File: src/pbi_pkg.sv
package pbi_pkg;
	localparam int ADDR_W = 64;
	localparam logic [63:0] ADDR_RESET = 64'h0000_0000_0000_0000;
	localparam logic [1:0] WAIT_DEFAULT = 2'h0;
	typedef enum logic [2:0] {
		PBI_IDLE = 3'b000,
		PBI_ADDR = 3'b001,
		PBI_WAIT = 3'b010,
		PBI_ACK = 3'b011,
		PBI_SNOOP = 3'b100,
		PBI_TAIL = 3'b101
	} pbi_state_t;
endpackage : pbi_pkg

File: src/pbi_top.sv
`timescale 1ns/1ns
// Operation
// - Plain and alternate requests both grant buses
// - Alternate grant waits for alternate bus free
// - Alternate grant held while alternate request stays
// - Sequence lock keeps grant while asserted
// - Grant processor at reset, dirty snoop, idle unless other master requests
// - Address strobe latches address, starts cycle
// - Group latch on processor strobe or snoop
// - Group ack from snoop ack or slave ready
// - Processor hold inserts wait states
// - Group hold; ack drops one clock after
// - Ack without hold means data done
// - Dirty snoop hit aborts requesting master
// - Cacheable only for main memory outside ranges
// - Buffer mode latches bus on clock enable
// - Buffer mode drives bus on output enable
// - Outside buffer mode, drive bus only snoop address, read data
module pbi_top (
	// Clock and reset
	input wire logic clk_in,
	input wire logic rst_n_in,
	// Arbitration
	input wire logic proc_plain_request_n_in,
	input wire logic proc_alternate_request_n_in,
	input wire logic seq_lock_n_in,
	input wire logic other_master_req_in,
	input wire logic alt_bus_free_in,
	output logic grant_n_out,
	output logic abort_master_out,
	// Cycle control
	input wire logic addr_latch_n_in,
	input wire logic proc_transfer_ack_n_in,
	input wire logic proc_transfer_hold_n_in,
	input wire logic dirty_line_hit_n_in,
	input wire logic snoop_start_in,
	input wire logic [63:0] snoop_addr_in,
	input wire logic slave_ready_in,
	input wire logic slave_wait_in,
	input wire logic slave_main_mem_in,
	input wire logic noncacheable_hit_in,
	input wire logic proc_read_in,
	input wire logic [63:0] read_data_in,
	output logic group_address_latch_out,
	output logic group_transfer_ack_out,
	output logic group_transfer_hold_out,
	output logic burst_cacheable_enable_out,
	output logic cycle_start_out,
	output logic [63:0] cycle_addr_out,
	output logic [63:0] write_data_out,
	// Multiplexed bus and transceiver emulation
	input wire logic integrated_buffer_select_in,
	input wire logic transceiver_clock_enable_n_in,
	input wire logic transceiver_output_enable_n_in,
	input wire logic [63:0] proc_addr_data_bus_in,
	output logic [63:0] proc_addr_data_bus_out,
	output logic proc_addr_data_bus_oe_out
);
	pbi_pkg::pbi_state_t state, next_state;
	logic grant, next_grant;
	logic alt_lock, next_alt_lock;
	logic abort, next_abort;
	logic group_address_latch, next_group_address_latch;
	logic gack, next_gack;
	logic ghold, next_ghold;
	logic gbl, next_gbl;
	logic cstart, next_cstart;
	logic snooping, next_snooping;
	logic [63:0] addr, next_addr;
	logic [63:0] wdata, next_wdata;
	logic [63:0] dout, next_dout;
	logic oe, next_oe;
	logic plain_req, alt_req, lock, ale, proc_transfer_ack, proc_transfer_hold, dcl, transceiver_clock_enable, transceiver_output_enable;

	// All pins active low except rst_n_in are sampled as synchronous levels
	assign plain_req = ~proc_plain_request_n_in;
	assign alt_req = ~proc_alternate_request_n_in;
	assign lock = ~seq_lock_n_in;
	assign ale = ~addr_latch_n_in;
	assign proc_transfer_ack = ~proc_transfer_ack_n_in;
	assign proc_transfer_hold = ~proc_transfer_hold_n_in;
	assign dcl = ~dirty_line_hit_n_in;
	assign transceiver_clock_enable = ~transceiver_clock_enable_n_in;
	assign transceiver_output_enable = ~transceiver_output_enable_n_in;

	// Arbitration
	always_comb
	begin
		next_grant = grant;
		next_alt_lock = alt_lock;
		next_abort = 1'b0;
		if (snooping && dcl)
		begin
			next_abort = 1'b1;
			next_grant = 1'b1;
		end
		else if (alt_lock && alt_req)
			next_grant = 1'b1;
		else if (grant && lock)
			next_grant = 1'b1;
		else if (state == pbi_pkg::PBI_IDLE)
		begin
			next_alt_lock = 1'b0;
			if (alt_req)
			begin
				// Alternate bus must be free before granting
				next_grant = alt_bus_free_in;
				next_alt_lock = alt_bus_free_in;
			end
			else if (plain_req)
				next_grant = 1'b1;
			else
				next_grant = ~other_master_req_in;
		end
	end

	always_ff @(posedge clk_in or negedge rst_n_in)
	begin
		if (!rst_n_in)
		begin
			grant <= 1'b1;
			alt_lock <= 1'b0;
			abort <= 1'b0;
		end
		else
		begin
			grant <= next_grant;
			alt_lock <= next_alt_lock;
			abort <= next_abort;
		end
	end

	// Cycle control
	always_comb
	begin
		next_state = state;
		next_group_address_latch = 1'b0;
		next_gack = gack;
		next_ghold = ghold;
		next_gbl = gbl;
		next_cstart = 1'b0;
		next_snooping = snooping;
		next_addr = addr;
		next_wdata = wdata;
		next_dout = dout;
		next_oe = 1'b0;
		unique case (state)
			pbi_pkg::PBI_IDLE:
			begin
				next_gack = 1'b0;
				next_ghold = 1'b0;
				if (ale)
				begin
					next_addr = proc_addr_data_bus_in;
					next_cstart = 1'b1;
					next_group_address_latch = 1'b1;
					next_state = pbi_pkg::PBI_ADDR;
				end
				else if (snoop_start_in)
				begin
					next_group_address_latch = 1'b1;
					next_snooping = 1'b1;
					next_dout = snoop_addr_in;
					next_oe = 1'b1;
					next_state = pbi_pkg::PBI_SNOOP;
				end
			end
			pbi_pkg::PBI_ADDR:
			begin
				if (slave_ready_in)
				begin
					next_gack = 1'b1;
					next_ghold = slave_wait_in | proc_transfer_hold;
					next_state = (slave_wait_in | proc_transfer_hold) ? pbi_pkg::PBI_WAIT : pbi_pkg::PBI_ACK;
					// Only main memory outside ranges may burst or cache
					next_gbl = slave_main_mem_in & ~noncacheable_hit_in;
					if (proc_read_in)
					begin
						next_dout = read_data_in;
						next_oe = 1'b1;
					end
					else
						next_wdata = proc_addr_data_bus_in;
				end
			end
			pbi_pkg::PBI_WAIT:
			begin
				next_oe = oe;
				if (!(slave_wait_in | proc_transfer_hold))
				begin
					next_ghold = 1'b0;
					next_state = pbi_pkg::PBI_ACK;
					if (proc_read_in)
						next_dout = read_data_in;
					else
						next_wdata = proc_addr_data_bus_in;
				end
			end
			pbi_pkg::PBI_ACK:
			begin
				// Ack high with hold low marks data done
				next_gack = 1'b0;
				next_gbl = 1'b0;
				next_state = pbi_pkg::PBI_IDLE;
			end
			pbi_pkg::PBI_SNOOP:
			begin
				// Ack outlives a dropped hold by one clock
				next_gack = proc_transfer_ack | (ghold & gack);
				next_ghold = proc_transfer_hold;
				if (!proc_transfer_hold && gack && !proc_transfer_ack)
					next_state = pbi_pkg::PBI_TAIL;
				else if (!proc_transfer_ack && !proc_transfer_hold)
					next_state = pbi_pkg::PBI_TAIL;
			end
			pbi_pkg::PBI_TAIL:
			begin
				next_gack = 1'b0;
				next_ghold = 1'b0;
				next_snooping = 1'b0;
				next_state = pbi_pkg::PBI_IDLE;
			end
			default:
				next_state = pbi_pkg::PBI_IDLE;
		endcase
		// Emulated transceivers override normal bus capture and drive
		if (integrated_buffer_select_in)
		begin
			if (transceiver_clock_enable)
				next_wdata = proc_addr_data_bus_in;
			next_oe = transceiver_output_enable;
		end
	end

	always_ff @(posedge clk_in or negedge rst_n_in)
	begin
		if (!rst_n_in)
		begin
			state <= pbi_pkg::PBI_IDLE;
			group_address_latch <= 1'b0;
			gack <= 1'b0;
			ghold <= 1'b0;
			gbl <= 1'b0;
			cstart <= 1'b0;
			snooping <= 1'b0;
			addr <= pbi_pkg::ADDR_RESET;
			wdata <= pbi_pkg::ADDR_RESET;
			dout <= pbi_pkg::ADDR_RESET;
			oe <= 1'b0;
		end
		else
		begin
			state <= next_state;
			group_address_latch <= next_group_address_latch;
			gack <= next_gack;
			ghold <= next_ghold;
			gbl <= next_gbl;
			cstart <= next_cstart;
			snooping <= next_snooping;
			addr <= next_addr;
			wdata <= next_wdata;
			dout <= next_dout;
			oe <= next_oe;
		end
	end

	assign grant_n_out = ~grant;
	assign abort_master_out = abort;
	assign group_address_latch_out = group_address_latch;
	assign group_transfer_ack_out = gack;
	assign group_transfer_hold_out = ghold;
	assign burst_cacheable_enable_out = gbl;
	assign cycle_start_out = cstart;
	assign cycle_addr_out = addr;
	assign write_data_out = wdata;
	assign proc_addr_data_bus_out = integrated_buffer_select_in ? wdata : dout;
	assign proc_addr_data_bus_oe_out = oe;

	property p_ale_group_address_latch;
		@(posedge clk_in) disable iff (!rst_n_in)
		(ale && state == pbi_pkg::PBI_IDLE) |=> group_address_latch && cstart;
	endproperty
	a_ale_group_address_latch: assert property (p_ale_group_address_latch) else $error("no latch after strobe");
	property p_addr;
		@(posedge clk_in) disable iff (!rst_n_in)
		(ale && state == pbi_pkg::PBI_IDLE) |=> addr == $past(proc_addr_data_bus_in);
	endproperty
	a_addr: assert property (p_addr) else $error("address not captured");
	property p_dcl;
		@(posedge clk_in) disable iff (!rst_n_in)
		(snooping && dcl) |=> abort && grant;
	endproperty
	a_dcl: assert property (p_dcl) else $error("dirty hit not handled");
	property p_gbl;
		@(posedge clk_in) disable iff (!rst_n_in)
		gbl |-> !(state == pbi_pkg::PBI_IDLE);
	endproperty
	a_gbl: assert property (p_gbl) else $error("cacheable outside access");
	property p_ack_tail;
		@(posedge clk_in) disable iff (!rst_n_in)
		(gack && $fell(ghold) && !snooping) |-> gack ##1 !gack;
	endproperty
	a_ack_tail: assert property (p_ack_tail) else $error("ack not dropped after hold");
	property p_alt;
		@(posedge clk_in) disable iff (!rst_n_in)
		(alt_lock && alt_req && !(snooping && dcl)) |=> grant;
	endproperty
	a_alt: assert property (p_alt) else $error("alternate lock lost");
	property p_lock;
		@(posedge clk_in) disable iff (!rst_n_in)
		(grant && lock) |=> grant;
	endproperty
	a_lock: assert property (p_lock) else $error("grant dropped under lock");
	property p_oe;
		@(posedge clk_in) disable iff (!rst_n_in)
		(!integrated_buffer_select_in && oe) |-> (snooping || proc_read_in);
	endproperty
	a_oe: assert property (p_oe) else $error("bus driven wrongly");
	property p_buf;
		@(posedge clk_in) disable iff (!rst_n_in)
		(integrated_buffer_select_in && transceiver_clock_enable) |=> wdata == $past(proc_addr_data_bus_in);
	endproperty
	a_buf: assert property (p_buf) else $error("buffer latch missed");
	c_cycle: cover property (@(posedge clk_in) disable iff (!rst_n_in) ale ##[1:4] gack);
	c_snoop: cover property (@(posedge clk_in) disable iff (!rst_n_in) snooping && dcl);
	c_wait: cover property (@(posedge clk_in) disable iff (!rst_n_in) ghold && gack);
endmodule : pbi_top

File: config.mk
export PLATFORM = sky130hd
export DESIGN_NAME = pbi_top
export DESIGN_NICKNAME = d
export VERILOG_FILES = /design/src/pbi_pkg.sv /design/src/pbi_top.sv
export SDC_FILE = /design/constraint.sdc
export NUM_CORES = 1
export LEC_CHECK = 0
export ABC_AREA = 1
export BUFFER_PORTS_ARGS = -buffer_cell sky130_fd_sc_hd__buf_4
export CAP_MARGIN = 10
export CELL_PAD_IN_SITES_DETAIL_PLACEMENT = 0
export CELL_PAD_IN_SITES_GLOBAL_PLACEMENT = 2
export CORE_UTILIZATION = 24
export DETAILED_ROUTE_END_ITERATION = 10
export PLACE_DENSITY = 0.87
export REMOVE_ABC_BUFFERS = 1
export SLEW_MARGIN = 20
export SYNTH_ARGS = -nofsm -noshare
export SYNTH_HDL_FRONTEND = slang
export SYNTH_SLANG_ARGS = --single-unit
File: constraint.sdc
create_clock -name clk_in -period 1.5 [get_ports clk_in]
set_clock_uncertainty 0.05 [all_clocks]
set_input_delay 0.075 -clock clk_in [delete_from_list [all_inputs] [get_ports clk_in]]
set_output_delay 0.075 -clock clk_in [all_outputs]
set_load 0.05 [all_outputs]
==> run summary <==
Core ar. = 0.0401 mm^2
Max VDD drop = 1.07 mV
Clk buf depth = 3
DR vias = 10718
Overall power = 38.5 mW
Antenna violations before repair = 1
FF+latch count, synth = 205
Critical path startpoint category = register
Effective utilization at floorplan = 24.5%
Area share of xor/xnor cells in the synthesized design = 0%
Layout cells sized above 1 = 33.7%
Synthesized instance count = 1217
Max frequency = 616 MHz
Final net count = 2089
Final Hold Vio Count = 0
Worst-margin pin slew = 0.510 ns
DP HPWL = 27500 um
Sequential area share after synthesis = 52.2%
Post-route setup slack = -0.124 ns
Unrepaired setup endpoints after global routing = true
Die Area = 0.0418 mm^2
CP startpoint = state[1]$_DFFE_PN0P_
Pre-CTS WS = -0.122 ns
# fillers = 3946
Remaining DRCs = 0
Clk_lat worst skew = 0.53 ns
GP Congestion = 0.798
RR Startpoint = state[1]$_DFFE_PN0P_
Max_cap viols = 0
Placed Cells = 2138
Non-Filler Instances = 2420
Area delta synth->final = 79.4%
Synthesized cell area = 0.00983 mm^2
Slew HR = 66.0%
Critical-path maximum fanout = 7
Post-layout min period = 1.62 ns
Status = complete, but fails checks
CP Capture Type = register
Chip Width = 204 um
DR vias/cell = 4.43
Multi-input combinational cell area = 0.00432 mm^2
WHS = 0.0273 ns
CTS Buf Count = 25
Vias in the first global route = 11188
Area share of and/or/nand/nor cells after synthesis = 31.0%
Grt ovf = 0
CTS H-tree lvls = 1
Root buffer cell = clkbuf_16
PortBufs = 411
DP Area = 0.0139 mm^2
Setup TNS = -11.50 ns
Count of pins over their slew limit = 0
Register area = 0.00513 mm^2
Yosys warns = 0
Largest net degree at the start of global routing = 54
GRT Util Overall = 19.1%
Wire per inst = 17.8 um
Ports = 412
First-pass GRT wire length = 62700 um
Compound-Gate Fraction of Synth Area = 4.14%
Area share of fa/ha/maj cells after synthesis = 0%
Final instance area = 0.0176 mm^2
Worst hold path type = in2async
Routed Antenna Nets = 0
CTS tree = built
Crit Path Class = reg2reg
Drt first pass iters = 5
Fin util = 44.0%
Setup violators final = 204
Syn_area_per_cell = 8.07 um^2
Fin crit share = 108%
Arr. time, crit path = 1.99 ns
Failing checks = setup timing
Synth unique cells = 26
Leakage = 9.30 nW
PwrDens = 2180 mW/mm^2
Die Height = 204 um
Wirelength, routed = 43100 um
Clock transition at the registers of the reported paths = 0.06 ns
Post-synthesis mux area share = 7.33%
Num rows = 73
Initial drt markers = 437
Worst EP required = 1.87 ns
Largest family of logic cells by synthesized area = simple AND/OR/NAND/NOR gates
Sink Count = 205
## area by class of cell
| type | instances | area share, % |
|---|---|---|
| well taps | 525 | 3.73 |
| clock buffers | 42 | 4.71 |
| multi-input cells | 917 | 24.5 |
| clock inverters | 2 | 0.0568 |
| flip-flops and latches | 205 | 29.1 |
| inverters | 20 | 0.511 |
| diodes | 1 | 0.0142 |
| repair buffers | 708 | 37.4 |
## path summary, 6_finish.rpt
check                      cells after the start  slack, ns                              to
min in group clk_in                            5       0.06    write_data_out[61]$_DFF_PN0_
min                                            2       0.03       cycle_start_out$_DFF_PN0_
min reg2reg                                    2       0.43  cycle_addr_out[45]$_DFFE_PN0P_
max in group asynchronous                      3       0.74    write_data_out[10]$_DFF_PN0_
max reg2reg                                   10      -0.12     write_data_out[4]$_DFF_PN0_
max                                           10      -0.12     write_data_out[4]$_DFF_PN0_
## flip-flops by register name, indices dropped and copies added, names as in the netlist
| signal | flops |
|---|---|
| cycle_addr_out | 64 |
| dout | 64 |
| write_data_out | 64 |
| state | 3 |
| abort_master_out | 1 |
| alt_lock | 1 |
| burst_cacheable_enable_out | 1 |
| cycle_start_out | 1 |
| grant | 1 |
| group_address_latch_out | 1 |
| group_transfer_ack_out | 1 |
| group_transfer_hold_out | 1 |
| proc_addr_data_bus_oe_out | 1 |
| snooping | 1 |
## cells by family after synthesis
group                  Yosys count
and+or+nand+nor                773
muxes                           64
buffers and inverters           95
DFF                            205
AOI/OAI and AO/OA               80
## routing by layer
metal / vias to the layer above / track usage [%] / part of all wire [%]
met1: 5110 / 23.2 / 41
met2: 368 / 33.8 / 50
met4: 2 / 5.97 / 3.1
li1: 5155 / - / -
met5: - / 0 / 0.030
met3: 83 / 3.94 / 5.8
## power by group
| group | leakage, nW | switching (mW) | internal [mW] |
|---|---|---|---|
| clock | 0.420 | 2.42 | 3.72 |
| combinational | 6.33 | 15.2 | 8.00 |
| sequential | 2.55 | 1.33 | 7.80 |
## cells in the mapped netlist (all sizes together)
cell type    n  area [um^2]
nand2      681         2570
dfrtp      204         5100
nand3       71          355
o21ai       71          355
mux2        64          721
buf         55          372
clkbuf      20         78.8
inv         20         75.1
nor2        15         85.1
a21oi        6         30.0
nor3         3         15.0
a21boi       2         15.0
nand4        2         12.5
dfstp        1         26.3
o22ai        1         6.26
or2          1         6.26
## worst max-delay path: stages, from the launching register on
cell	delay, ns
dfrtp_1	0.39
inv_2	0.06
buf_6	0.13
nand4_1	0.11
nand2_2	0.09
nand2_4	0.12
nand2_8	0.12
buf_4	0.17
buf_12	0.13
nand2_1	0.06
nand2_1	0.06
## placed cells by master (no fill, tap or decap), types with 2 or more instances in the layout
master	synthesis	layout
mux2_2	64	60
buf_12	0	24
dlygate4sd3_1	0	211
nand2_8	0	2
inv_2	3	3
clkbuf_1	17	3
inv_1	17	15
clkbuf_16	0	32
o21ai_1	26	30
nor2_1	11	9
clkbuf_8	0	14
nand4_1	2	2
dfrtp_1	204	203
o21ai_0	45	41
buf_6	12	57
buf_4	10	403
a21boi_0	2	2
a21oi_1	6	5
nand3_1	71	67
nand3_2	0	3
nor3_1	3	3
nor2_4	1	4
mux2_4	0	4
nand2_2	5	12
nand2_1	676	663
buf_16	0	5
nand2_4	0	4
clkinv_2	0	2
## timing repair
item	4_1_cts	5_1_grt
setup endpoints to repair	231	260
hold endpoints to repair	409	0
gates cloned	3	9
gates resized for setup	66	30
hold buffers	211	0
setup buffers	6	9
pin swaps	2	3
Power figures use the tool's default switching activity.
